--- config.mk ---
export PLATFORM = sky130hd
export DESIGN_NAME = lsl_segment_loader
export DESIGN_NICKNAME = d
export VERILOG_FILES = /design/src/lsl_pkg.sv /design/src/lsl_stream_if.sv /design/src/lsl_sync.sv /design/src/lsl_buffer.sv /design/src/lsl_segment_loader.sv
export SDC_FILE = /design/constraint.sdc
export NUM_CORES = 1
export LEC_CHECK = 0
export ABC_AREA = 1
export BUFFER_PORTS_ARGS = -buffer_cell sky130_fd_sc_hd__buf_2
export CAP_MARGIN = 20
export CORE_ASPECT_RATIO = 1.1
export CORE_MARGIN = 3
export CORE_UTILIZATION = 55
export CTS_CLUSTER_SIZE = 8
export DETAILED_ROUTE_END_ITERATION = 8
export PLACE_DENSITY = 0.81
export SYNTH_ARGS = -nofsm -noshare
export SYNTH_HDL_FRONTEND = slang
export SYNTH_SLANG_ARGS = --single-unit
export TNS_END_PERCENT = 100
--- constraint.sdc ---
create_clock -name clk_sys -period 2.6 [get_ports clk_sys]
set_input_delay 0.52 -clock clk_sys [delete_from_list [all_inputs] [get_ports clk_sys]]
set_output_delay 0.52 -clock clk_sys [all_outputs]
set_load 0.02 [all_outputs]
--- src/lsl_pkg.sv ---
package lsl_pkg;
    // ==========================================================
    // control byte layout
    localparam int PTR_W = 6;
    localparam int CTL_BANK_BIT = 6;
    localparam int CTL_MODE_BIT = 7;
    localparam logic [7:0] CTL_RESET = 8'h00;
    localparam logic [7:0] SEG_RESET = 8'h00;
    localparam int SEG_COUNT = 8;
    localparam int SEL_LSB = 3;

    // ==========================================================
    // pointer steps per received segment byte
    localparam logic [PTR_W-1:0] STEP_DIRECT = 6'h02;
    localparam logic [PTR_W-1:0] STEP_DUPLEX = 6'h01;

    // ==========================================================
    // serial framing
    localparam logic [3:0] BITS_PER_BYTE = 4'h8;
    localparam int BUF_W = 9;
    localparam int BUF_DEPTH = 2;

    // ==========================================================
    // display timing: one backplane phase
    localparam int CLK_PERIOD_NS = 8;
    localparam int PHASE_TIME_US = 2000;
    localparam int PHASE_CYCLES = (PHASE_TIME_US * 1000) / CLK_PERIOD_NS;
    localparam int PHASE_CNT_W = 20;
endpackage

--- src/lsl_stream_if.sv ---
// ==========================================================
// valid/ready byte stream between receiver, buffer and loader
interface lsl_stream_if #(parameter int W = 9);
    logic valid;
    logic ready;
    logic [W-1:0] data;
    modport src (output valid, output data, input ready);
    modport snk (input valid, input data, output ready);
endinterface

--- src/lsl_sync.sv ---
// ==========================================================
// two flop synchroniser, first stage read by the second only
module lsl_sync
    import lsl_pkg::*;
#(
    parameter int W = 1
)
(
    // clock and reset
    input wire logic clk_sys,
    input wire logic arst_n,
    // data
    input wire logic [W-1:0] d,
    output logic [W-1:0] q
);
    logic [W-1:0] stageReg;

    // both stages reset to zero, so straps read low until sampled
    always_ff @(posedge clk_sys or negedge arst_n)
    begin
        if (!arst_n)
        begin
            stageReg <= '0;
            q <= '0;
        end
        else
        begin
            stageReg <= d;
            q <= stageReg;
        end
    end
endmodule // lsl_sync

--- src/lsl_buffer.sv ---
// ==========================================================
// small ring buffer; full drops ready, empty drops valid
module lsl_buffer
    import lsl_pkg::*;
#(
    parameter int WIDTH = BUF_W,
    parameter int DEPTH = BUF_DEPTH
)
(
    // clock and reset
    input wire logic clk_sys,
    input wire logic arst_n,
    // streams
    lsl_stream_if.snk inPort,
    lsl_stream_if.src outPort
);
    localparam int AW = (DEPTH > 1) ? $clog2(DEPTH) : 1;
    logic [WIDTH-1:0] memReg [DEPTH];
    logic [AW-1:0] wrPtrReg;
    logic [AW-1:0] rdPtrReg;
    logic [AW:0] countReg;
    logic pushFire;
    logic popFire;

    // honest flags straight from the occupancy count
    assign inPort.ready = (countReg != (AW+1)'(DEPTH));
    assign outPort.valid = (countReg != '0);
    assign outPort.data = memReg[rdPtrReg];
    assign pushFire = inPort.valid && inPort.ready;
    assign popFire = outPort.valid && outPort.ready;

    // storage
    always_ff @(posedge clk_sys)
    begin
        if (pushFire)
            memReg[wrPtrReg] <= inPort.data[WIDTH-1:0];
    end

    // pointers and count
    always_ff @(posedge clk_sys or negedge arst_n)
    begin
        if (!arst_n)
        begin
            wrPtrReg <= '0;
            rdPtrReg <= '0;
            countReg <= '0;
        end
        else
        begin
            if (pushFire)
                wrPtrReg <= (wrPtrReg == AW'(DEPTH - 1)) ? '0 : wrPtrReg + 1'b1;
            if (popFire)
                rdPtrReg <= (rdPtrReg == AW'(DEPTH - 1)) ? '0 : rdPtrReg + 1'b1;
            if (pushFire && !popFire)
                countReg <= countReg + 1'b1;
            else if (popFire && !pushFire)
                countReg <= countReg - 1'b1;
        end
    end
endmodule // lsl_buffer

--- src/lsl_segment_loader.sv ---
// Behaviour
// - one control byte and eight segment bytes; even bank A, odd bank B
// - every addressed device stores the second byte as control byte
// - low control bits form the load pointer naming device and register
// - upper pointer bits must equal straps, else data dropped, bus kept
// - lower three pointer bits pick the segment byte written
// - control holds a drive-type bit and a displayed-bank bit
// - pointer advances after each segment byte
// - pointer advance carries into device-select bits
// - direct drive uses four bytes; bank 0 shows even, 1 shows odd
// - direct drive steps pointer by two
// - direct drive writes either bank whatever is displayed
// - duplex turns third strap pin into second backplane, top bit ignored
// - duplex steps pointer by one
// - duplex shows all eight bytes and ignores bank bit
// - duplex selects device with two low straps only
// - after reset backplanes low, or released when cascaded; segments low
// - reset clears all registers and the serial receiver
// - oscillator pin reads 0 when oscillating, else its tied level
// - tied oscillator pin means cascade, timed from edges of the shared first backplane
// - open third strap reads 0 via pull-down
// - all acknowledge control byte; only matched device acknowledges data
// - six-bit pointer wraps from all ones to all zeros
// - any number of segment bytes in one transfer
// - duplex even bytes on first backplane, odd on second
module lsl_segment_loader
    import lsl_pkg::*;
#(
    parameter logic [6:0] DEV_ADDR = 7'h3a, // arbitrary value
    parameter int PHASE_LEN = PHASE_CYCLES
)
(
    // clock and reset
    input wire logic clk_sys,
    input wire logic arst_n,
    // serial bus, open drain
    input wire logic sclIn,
    output logic sclOut,
    output logic sclOe,
    input wire logic sdaIn,
    output logic sdaOut,
    output logic sdaOe,
    // straps and oscillator pin
    input wire logic rcTimingPinTied,
    input wire logic rcTimingPinLevel,
    input wire logic strapBitMidIn,
    // third strap shared with second backplane
    input wire logic strapHighBpSecondIn,
    output logic strapHighBpSecondOut,
    output logic strapHighBpSecondOe,
    // first backplane
    input wire logic backplaneFirstIn,
    output logic backplaneFirstOut,
    output logic backplaneFirstOe,
    // segment drivers
    output logic [31:0] segOut
);
    // ==========================================================
    // pin synchronisers
    logic [5:0] pinSync;
    logic sclS, sdaS, tiedS, levelS, midS, highS, bpInS;
    logic bpSecInS;

    lsl_sync #(.W(6)) u_pinSync (
        .clk_sys(clk_sys),
        .arst_n(arst_n),
        .d({sclIn, sdaIn, rcTimingPinTied, rcTimingPinLevel, strapBitMidIn,
            backplaneFirstIn}),
        .q(pinSync)
    );
    lsl_sync #(.W(1)) u_highSync (
        .clk_sys(clk_sys),
        .arst_n(arst_n),
        .d(strapHighBpSecondIn),
        .q(bpSecInS)
    );
    assign {sclS, sdaS, tiedS, levelS, midS, bpInS} = pinSync;
    assign highS = bpSecInS;

    // ==========================================================
    // registers
    logic [7:0] controlReg;
    logic [7:0] segReg [SEG_COUNT];
    logic [PTR_W-1:0] loadPointer;
    logic duplexMode, bankSel, cascadeMode;
    logic strapBitLow, strapBitHigh, deviceMatch;

    assign loadPointer = controlReg[PTR_W-1:0];
    assign duplexMode = controlReg[CTL_MODE_BIT];
    assign bankSel = controlReg[CTL_BANK_BIT];
    assign cascadeMode = tiedS;
    assign strapBitLow = tiedS & levelS;
    assign strapBitHigh = highS; // open pin pulled low outside

    // device select: three straps in direct, two in duplex
    always_comb
    begin
        if (duplexMode)
            deviceMatch = (loadPointer[4:3] == {midS, strapBitLow});
        else
            deviceMatch = (loadPointer[5:3] == {strapBitHigh, midS, strapBitLow});
    end

    // ==========================================================
    // serial receiver: edges and start/stop detection
    typedef enum logic [2:0] {ST_IDLE, ST_ADDR, ST_DATA, ST_WAIT, ST_ACK,
                              ST_IGNORE} lsl_state_t;
    lsl_state_t stateReg;
    logic sclPrevReg, sdaPrevReg;
    logic sclRise, sclFall, startDet, stopDet;
    logic [7:0] shiftReg;
    logic [3:0] bitCntReg;
    logic firstByteReg, sdaOeReg, sclOeReg;
    logic pushOk, drainIdle, settleReg, drainFire;

    always_ff @(posedge clk_sys or negedge arst_n)
    begin
        if (!arst_n)
        begin
            sclPrevReg <= 1'b1;
            sdaPrevReg <= 1'b1;
        end
        else
        begin
            sclPrevReg <= sclS;
            sdaPrevReg <= sdaS;
        end
    end
    assign sclRise = sclS && !sclPrevReg;
    assign sclFall = !sclS && sclPrevReg;
    assign startDet = sclS && sclPrevReg && sdaPrevReg && !sdaS;
    assign stopDet = sclS && sclPrevReg && !sdaPrevReg && sdaS;

    // ==========================================================
    // byte stream through the two-entry buffer
    lsl_stream_if #(.W(BUF_W)) bufIn ();
    lsl_stream_if #(.W(BUF_W)) bufOut ();

    lsl_buffer #(.WIDTH(BUF_W), .DEPTH(BUF_DEPTH)) u_buffer (
        .clk_sys(clk_sys),
        .arst_n(arst_n),
        .inPort(bufIn),
        .outPort(bufOut)
    );

    // match is judged only once earlier bytes have moved the pointer
    assign drainIdle = !bufOut.valid && !settleReg;
    assign bufIn.valid = (stateReg == ST_WAIT) && drainIdle;
    assign bufIn.data = {firstByteReg, shiftReg};
    assign pushOk = bufIn.valid && bufIn.ready;

    // receiver state machine; start wins anywhere
    always_ff @(posedge clk_sys or negedge arst_n)
    begin
        if (!arst_n)
        begin
            stateReg <= ST_IDLE;
            shiftReg <= 8'h00;
            bitCntReg <= 4'h0;
            firstByteReg <= 1'b0;
            sdaOeReg <= 1'b0;
            sclOeReg <= 1'b0;
        end
        else if (startDet)
        begin
            stateReg <= ST_ADDR;
            bitCntReg <= 4'h0;
            firstByteReg <= 1'b1;
            sdaOeReg <= 1'b0;
            sclOeReg <= 1'b0;
        end
        else if (stopDet)
        begin
            stateReg <= ST_IDLE;
            sdaOeReg <= 1'b0;
            sclOeReg <= 1'b0;
        end
        else
        begin
            case (stateReg)
                ST_ADDR, ST_DATA:
                begin
                    if (sclRise && bitCntReg != BITS_PER_BYTE)
                    begin
                        shiftReg <= {shiftReg[6:0], sdaS};
                        bitCntReg <= bitCntReg + 4'h1;
                    end
                    else if (sclFall && bitCntReg == BITS_PER_BYTE)
                    begin
                        if (stateReg == ST_DATA)
                        begin
                            stateReg <= ST_WAIT;
                            sclOeReg <= 1'b1; // stretch until loader catches up
                        end
                        else if (shiftReg[7:1] == DEV_ADDR && !shiftReg[0])
                        begin
                            stateReg <= ST_ACK;
                            sdaOeReg <= 1'b1;
                        end
                        else
                            stateReg <= ST_IGNORE; // not ours, or a read
                    end
                end
                ST_WAIT:
                begin
                    if (pushOk)
                    begin
                        stateReg <= ST_ACK;
                        sclOeReg <= 1'b0;
                        firstByteReg <= 1'b0;
                        sdaOeReg <= firstByteReg || deviceMatch;
                    end
                end
                ST_ACK:
                begin
                    if (sclFall)
                    begin
                        stateReg <= ST_DATA;
                        sdaOeReg <= 1'b0;
                        bitCntReg <= 4'h0;
                    end
                end
                ST_IDLE, ST_IGNORE:
                    stateReg <= stateReg;
                default:
                    stateReg <= ST_IDLE;
            endcase
        end
    end
    assign sdaOut = 1'b0;
    assign sdaOe = sdaOeReg;
    assign sclOut = 1'b0;
    assign sclOe = sclOeReg;

    // ==========================================================
    // loader: drains the buffer, one idle cycle after each byte
    logic drainCtl;
    logic [2:0] regSel;
    logic [PTR_W-1:0] ptrStep;

    assign bufOut.ready = !settleReg;
    assign drainFire = bufOut.valid && bufOut.ready;
    assign drainCtl = bufOut.data[8];
    assign regSel = loadPointer[SEL_LSB-1:0];
    assign ptrStep = duplexMode ? STEP_DUPLEX : STEP_DIRECT;

    always_ff @(posedge clk_sys or negedge arst_n)
    begin
        if (!arst_n)
            settleReg <= 1'b0;
        else
            settleReg <= drainFire;
    end

    // control byte; the pointer moves in every device, matched or not
    always_ff @(posedge clk_sys or negedge arst_n)
    begin
        if (!arst_n)
            controlReg <= CTL_RESET;
        else if (drainFire && drainCtl)
            controlReg <= bufOut.data[7:0];
        else if (drainFire)
            controlReg[PTR_W-1:0] <= loadPointer + ptrStep;
    end

    // segment bytes; bank shown does not block writes
    always_ff @(posedge clk_sys or negedge arst_n)
    begin
        if (!arst_n)
        begin
            for (int i = 0; i < SEG_COUNT; i++)
                segReg[i] <= SEG_RESET;
        end
        else if (drainFire && !drainCtl && deviceMatch)
            segReg[regSel] <= bufOut.data[7:0];
    end

    // ==========================================================
    // display timing: own divider, or edges of shared backplane
    logic [PHASE_CNT_W-1:0] divCntReg;
    logic bpPrevReg, phaseTick;
    logic [1:0] slotReg;

    always_ff @(posedge clk_sys or negedge arst_n)
    begin
        if (!arst_n)
        begin
            divCntReg <= '0;
            bpPrevReg <= 1'b0;
        end
        else
        begin
            bpPrevReg <= bpInS;
            if (cascadeMode || divCntReg == PHASE_CNT_W'(PHASE_LEN - 1))
                divCntReg <= '0;
            else
                divCntReg <= divCntReg + 1'b1;
        end
    end
    assign phaseTick = cascadeMode ? (bpInS != bpPrevReg)
                                   : (divCntReg == PHASE_CNT_W'(PHASE_LEN - 1));

    always_ff @(posedge clk_sys or negedge arst_n)
    begin
        if (!arst_n)
            slotReg <= 2'h0;
        else if (phaseTick)
            slotReg <= slotReg + 2'h1;
    end

    // ==========================================================
    // output drive; binary waveform, levels are left to the pads
    logic [31:0] evenBytes, oddBytes, shownBytes;
    logic activeBp, levelBit;

    assign evenBytes = {segReg[6], segReg[4], segReg[2], segReg[0]};
    assign oddBytes = {segReg[7], segReg[5], segReg[3], segReg[1]};
    assign activeBp = duplexMode && slotReg[1];
    assign levelBit = slotReg[0];

    always_comb
    begin
        if (duplexMode)
            shownBytes = activeBp ? oddBytes : evenBytes;
        else
            shownBytes = bankSel ? oddBytes : evenBytes;
    end

    // cleared bytes equal the backplane, so a reset blanks the panel
    always_ff @(posedge clk_sys or negedge arst_n)
    begin
        if (!arst_n)
        begin
            segOut <= 32'h0000_0000;
            backplaneFirstOut <= 1'b0;
            strapHighBpSecondOut <= 1'b0;
        end
        else
        begin
            segOut <= shownBytes ^ {32{levelBit}};
            backplaneFirstOut <= levelBit ^ activeBp;
            strapHighBpSecondOut <= levelBit ^ !activeBp;
        end
    end
    assign backplaneFirstOe = !cascadeMode;
    assign strapHighBpSecondOe = duplexMode && !cascadeMode;
endmodule // lsl_segment_loader

==> results of run 1 <==
[routing by layer]
metal	GRT usage [%]	vias up	routed length, µm
met5	0	-	0
met4	8.61	0	401
met3	3.64	32	830
met2	36.6	177	8700
met1	24.9	3126	7020
li1	-	3197	-
[through the flow]
stage	power, mW	hold slack (ns)	utilization [%]	setup slack [ns]	cell area [µm²]
final	10.8	0.0409	63.2	0.558	9620
after global routing	11.6	0.0684	63.2	0.405	9620
after CTS	10.9	0.0549	63.2	0.539	9620
after detailed placement	8.28	0.335	59.3	0.627	9030
after global placement	8.15	0.334	59.3	0.688	9030
after floorplan	7.19	0.224	-	0.776	8640
[cell families (layout without fill, tap and decap cells)]
group	Yosys count	after routing	synth area share (%)
flops	186	186	55.0
mux	2	2	0.232
other cells	1	2	0.0434
buf+inv	112	167	5.96
simple gates	431	431	21.3
xor+xnor	48	48	4.87
compound gates	162	162	11.5
fa+ha+maj	7	7	1.10
[sequential cells by signal, summed over array words and instances (netlist names), 2 cells and up]
signal,flops
evenBytes,32
stateReg,3
controlReg,8
u_pinSync.q,6
slotReg,2
divCntReg,20
u_buffer.memReg,18
bitCntReg,4
u_buffer.countReg,2
shiftReg,8
segOut,32
u_pinSync.stageReg,6
oddBytes,32
[cell usage in the layout (no fill, tap or decap), types with 5 or more instances in the layout]
cell / n
nor2_1: 72
inv_1: 66
ha_1: 6
nand3_4: 8
xnor2_1: 5
buf_4: 17
nand2_1: 292
xor2_1: 43
o21ai_1: 50
nor3_1: 9
clkbuf_16: 18
o21ai_2: 7
nand3_1: 33
a21oi_1: 44
a32oi_1: 32
nor3b_1: 7
buf_2: 45
o21ai_0: 21
o221ai_1: 6
edfxtp_1: 18
dfrtp_1: 165
[worst min path at each step]
stage / startpoint / endpoint / slack (ns) / cells past startpoint
final: arst_n / oddBytes[3] / 0.04 / 1
after global routing: arst_n / oddBytes[3] / 0.07 / 1
after detailed placement: u_pinSync.stageReg[3] / u_pinSync.q[3] / 0.33 / 0
after CTS: arst_n / oddBytes[3] / 0.05 / 1
after floorplan: arst_n / backplaneFirstOut / 0.22 / 0
after global placement: u_pinSync.stageReg[4] / u_pinSync.q[4] / 0.33 / 0
[where the power goes]
part	switching (mW)	internal [mW]
clock network	1.10	1.47
logic	2.65	1.34
registers	0.511	3.76
total	4.26	6.57
[worst max-delay path, cell delays in order (launching register included)]
cell     delay, ns
dfrtp_1       0.43
inv_2         0.09
buf_4         0.30
nor2_1        0.09
buf_2         0.17
[layout make-up]
class,count,area (µm²),area share (%)
Sequential cell,186,4750,49.3
Multi-Input combinational cell,652,3370,35.1
Clock buffer,18,450,4.68
Timing Repair Buffer,64,384,3.99
Inverter,71,277,2.87
Tap cell,196,245,2.55
Clock inverter,14,143,1.48
==> reports/metrics.yaml, run 1 <==
outcome:
  status: "complete, no violations"
synthesis:
  yosysUniqueCellTypes: 40
  ys.flop_type: "dfrtp_1"
  synthTopCellsByCount: "292 x nand2_1, 166 x dfrtp_1, 72 x nor2_1, 67 x inv_1, 50 x o21ai_1"
  post-synth-top-count-cell: "nand2_1"
  synth-seq-cells: 186
  async_reset_ff_share_pct: 90.3
  ys_warn_count: 0
  synth_area_mm2: 0.00863
  yosysTopAreaCellShare_pct: 48.1
  yosysTopAreaCell: "dfrtp_1"
  synthCells: 949
  seq_area_frac_synth_pct: 55.0
  synth.area.top_cells: "dfrtp_1 48%, nand2_1 13%, edfxtp_1 6.3%"
  synth_edf_count: 18
  avgSynthCellArea_um2: 9.10
detailed_routing:
  vias: 6532
  drtIter0Drc: 634
  drt_wl_total_mm: 17.0
  wl_per_cell_um: 14.1
  via_per_inst: 5.44
  drtPass1Iterations: 5
  drc: 0
  ant_nets: 0
clocking:
  path_clk_slew_ns: 0.07
  cts_sinks: 186
  post_cts_buffers: 0
  clk-insertion-delay-late_ns: 0.44
  ctsRootBufferMaster: "clkbuf_16"
  holdBufCountCts: 0
  cts-resized-gates: 0
  h-tree-depth: 4
  cts_made_buffers: 17
  ctsLongestPathBuffers: 2
  cts_tree: "yes"
sta:
  layout_min_cycle_time_ns: 2.04
  slew_viol_final: 0
  hold_viol_final: 0
  setup_violations: 0
  relSlewSlack_pct: 54.5
  max_freq_ghz: 0.490
  worst_pin_slew_ns: 0.681
  rsz0062_at_grt: "no"
  setup_tns_ns: 0
  finalCritPeriodShare_pct: 78.5
  skew_ns: 0.00531
floorplan:
  ios: 49
  dieArea_mm2: 0.0172
  fp.dieW_um: 125
  start_util_pct: 56.7
  dieHeight_um: 137
  placementRows: 47
  core_mm2: 0.0152
global_route:
  grt_max_degree: 56
  grt.overflow.total: 0
  grt_usage_pct: 20.6
  grt_pass1_wl_mm: 28.7
  grt_pass1_vias: 6302
  antenna_found_initial: 0
cells_and_area:
  final_cells: 1201
  fin_nets: 1008
  antennaDiodeCount: 0
  syn_to_final_growth_pct: 11.5
  fillers: 1222
  drive_above_1_share_pct: 11.9
worst_setup_path:
  worstSetupEndpointType: "output port"
  reg2reg_to: "u_buffer.memReg[1][1]"
  endpoint: "strapHighBpSecondOe"
  cp.arrival_ns: 1.52
  timing.rr.start: "stateReg[0]"
  crit_required_ns: 2.08
  cp-start-kind: "flip-flop"
  rr_worst_depth: 6
  worstSetupPathType: "flip-flop to output port"
  critPathMaxFanout: 29
  worstSetupStartpoint: "controlReg[7]"
  rrSetupSlack_ns: 0.61
power:
  p_per_area_mw_per_mm2: 1130
  leakagePower_nw: 4.38
  ir_worst_vdd_v: 0.000484
placed_design:
  portBuffers: 46
  dpl.hpwl_mm: 11.2
  post-place-cells: 1169
  globalplace.congestion: 0.845
flow_run:
  max_cap_viol_count: 0
worst_hold_path:
  hold_path.class: "primary input to asynchronous set/reset pin"
Note: power is estimated with default switching activity, not from simulation.
==> inputs of run 2 (changes only) <==
==> constraint.sdc (replaced) <==
create_clock -name clk_sys -period 2 [get_ports clk_sys]
set_input_delay 0.4 -clock clk_sys [delete_from_list [all_inputs] [get_ports clk_sys]]
set_output_delay 0.4 -clock clk_sys [all_outputs]
set_load 0.02 [all_outputs]
==> run 2 against run 1 <==
  * Flip-flop and latch count did not move
  * First-iteration DRC count fell by 15%
  * Worst hold slack improved by 0.028 ns
  * Setup slack got worse by 0.36 ns
  * Clock power rose by 16%
  * Clock-buffer cell count did not move
  * Register-to-register slack got worse by 0.42 ns
  * Critical path type is now flip-flop to flip-flop
  * Largest cell class unchanged
  * Highest routed layer unchanged
==> reports/metrics.yaml, run 2 (synthesis results as in run 1) <==
clocking:
  h-tree-depth: 4
  post_cts_buffers: 0
  clk-insertion-delay-late_ns: 0.43
  ctsLongestPathBuffers: 2
  path_clk_slew_ns: 0.07
  cts_tree: "yes"
  cts_made_buffers: 17
  ctsRootBufferMaster: "clkbuf_16"
  cts_sinks: 186
sta:
  max_freq_ghz: 0.554
  slew_viol_final: 0
  worst_pin_slew_ns: 0.767
  layout_setup_ws_ns: 0.195
  hold_viol_final: 0
  finalCritPeriodShare_pct: 90.3
  layout_min_cycle_time_ns: 1.81
  setup_tns_ns: 0
  setup_violations: 0
  relSlewSlack_pct: 48.9
  skew_ns: 0.00947
power:
  p_sw_mw: 5.57
  power_frac_clock_pct: 21.5
  netSwitchingFraction_pct: 40.3
  p_seq_share_pct: 40.4
  p_per_area_mw_per_mm2: 1440
  combPwrFrac_pct: 38.0
  ir_worst_vdd_v: 0.000654
  p_int_mw: 8.25
  leakagePower_nw: 4.39
global_route:
  grt_max_degree: 51
  grt_pass1_vias: 6421
  grt_usage_pct: 21.3
  grt.overflow.total: 0
  grt_pass1_wl_mm: 29.7
  antenna_found_initial: 0
placed_design:
  dpl.hpwl_mm: 11.4
  place_ws_ns: 0.148
  portBuffers: 46
  globalplace.congestion: 0.860
floorplan:
  dieHeight_um: 137
  core_mm2: 0.0152
  placementRows: 47
  dieArea_mm2: 0.0172
  ios: 49
  fp.dieW_um: 125
  start_util_pct: 56.7
cells_and_area:
  fin_util_pct: 63.1
  multi_input_area_mm2: 0.00338
  fillers: 1222
  syn_to_final_growth_pct: 11.4
  mostFrequentLayoutCell: "nand2_1"
  drive_above_1_share_pct: 12.5
  antennaDiodeCount: 0
  fin_nets: 1014
  seqCellArea_mm2: 0.00475
  final_cell_mix: "291 x nand2_1, 165 x dfrtp_1, 71 x nor2_1"
detailed_routing:
  drc: 0
  drtPass1Iterations: 5
  ant_nets: 0
  drt_wl_total_mm: 17.7
  vias: 6715
  drtIter0Drc: 537
  wl_per_cell_um: 14.7
  via_per_inst: 5.56
worst_setup_path:
  critical_path.top_delay_family: "simple AND/OR/NAND/NOR gates"
  critPathBufInv: 2
  crit_required_ns: 2.32
  cp.arrival_ns: 2.13
  slowest_delay_ns: 0.54
  worstSetupPathType: "flip-flop to flip-flop"
  worstSetupEndpointType: "flip-flop"
  critPathMaxFanout: 7
  rrSetupSlack_ns: 0.19
  path_common_cell: "nand2_1"
  crit_chain: "nand2_1 -> inv_1 -> nand2_1 -> nand2_2 -> nor2_1 -> inv_1 -> nand2_1 -> nor2_1 -> nand2_1 -> nand2_1 -> nand2_1"
  cp-start-kind: "flip-flop"
  critPathSlowestCell: "dfstp_2"
worst_hold_path:
  hold_path.class: "primary input to flip-flop"
flow_run:
  max_cap_viol_count: 0
outcome:
  status: "complete, no violations"
[run 2: final timing paths]
path | start | endpoint | depth (start not counted)
setup reg to reg | sclPrevReg | stateReg[2] | 11
min in group asynchronous | arst_n | segOut[6] | 2
hold / removal | sdaIn | u_pinSync.stageReg[4] | 1
hold reg to reg | u_pinSync.stageReg[5] | u_pinSync.q[5] | 0
setup / recovery | sclPrevReg | stateReg[2] | 11
max in group asynchronous | arst_n | sclPrevReg | 3
[run 2: through the flow]
step | cell area [µm²] | power, mW | instances | hold slack, ns
floorplan | 8640 | 9.34 | 950 | 0.104
global placement | 9090 | 10.7 | 1174 | 0.334
detailed placement | 9090 | 10.9 | 1174 | 0.336
CTS | 9610 | 13.9 | 1207 | 0.0585
global route | 9620 | 14.7 | 1207 | 0.0602
finish | 9620 | 13.8 | 1207 | 0.0692
[run 2: repair_timing]
action / CTS / global route
endpoints found under the hold margin: 41 / 0
setup endpoints to repair: 0 / 3
hold buffers: 1 / 0
resized for setup: 0 / 2
[run 2: metal layers]
| layer | vias up | wire length [µm] | GRT usage (%) | share of wire, % |
|---|---|---|---|---|
| met4 | 0 | 371 | 9.46 | 2.1 |
| met2 | 224 | 9250 | 37.4 | 52 |
| met3 | 34 | 821 | 3.92 | 4.6 |
| met1 | 3259 | 7300 | 25.9 | 41 |
| li1 | 3198 | - | - | - |
| met5 | - | 0 | 0 | 0 |
[run 2: final cells by class]
cell class                      count  area share [%]
Clock buffer                       18            4.46
Clock inverter                     14           0.859
Inverter                           71            2.87
Multi-Input combinational cell    652            35.1
Sequential cell                   186            49.4
Tap cell                          196            2.55
Timing Repair Buffer               70            4.75
[run 2: power by group through the flow]
stage               registers, mW  clock network, mW  logic (mW)
finish                       5.59               2.97        5.26
global placement             5.60                  0        5.07
CTS                          5.58               3.01        5.26
global route                 5.72               3.18        5.82
detailed placement           5.64                  0        5.21
floorplan                    5.93                  0        3.41
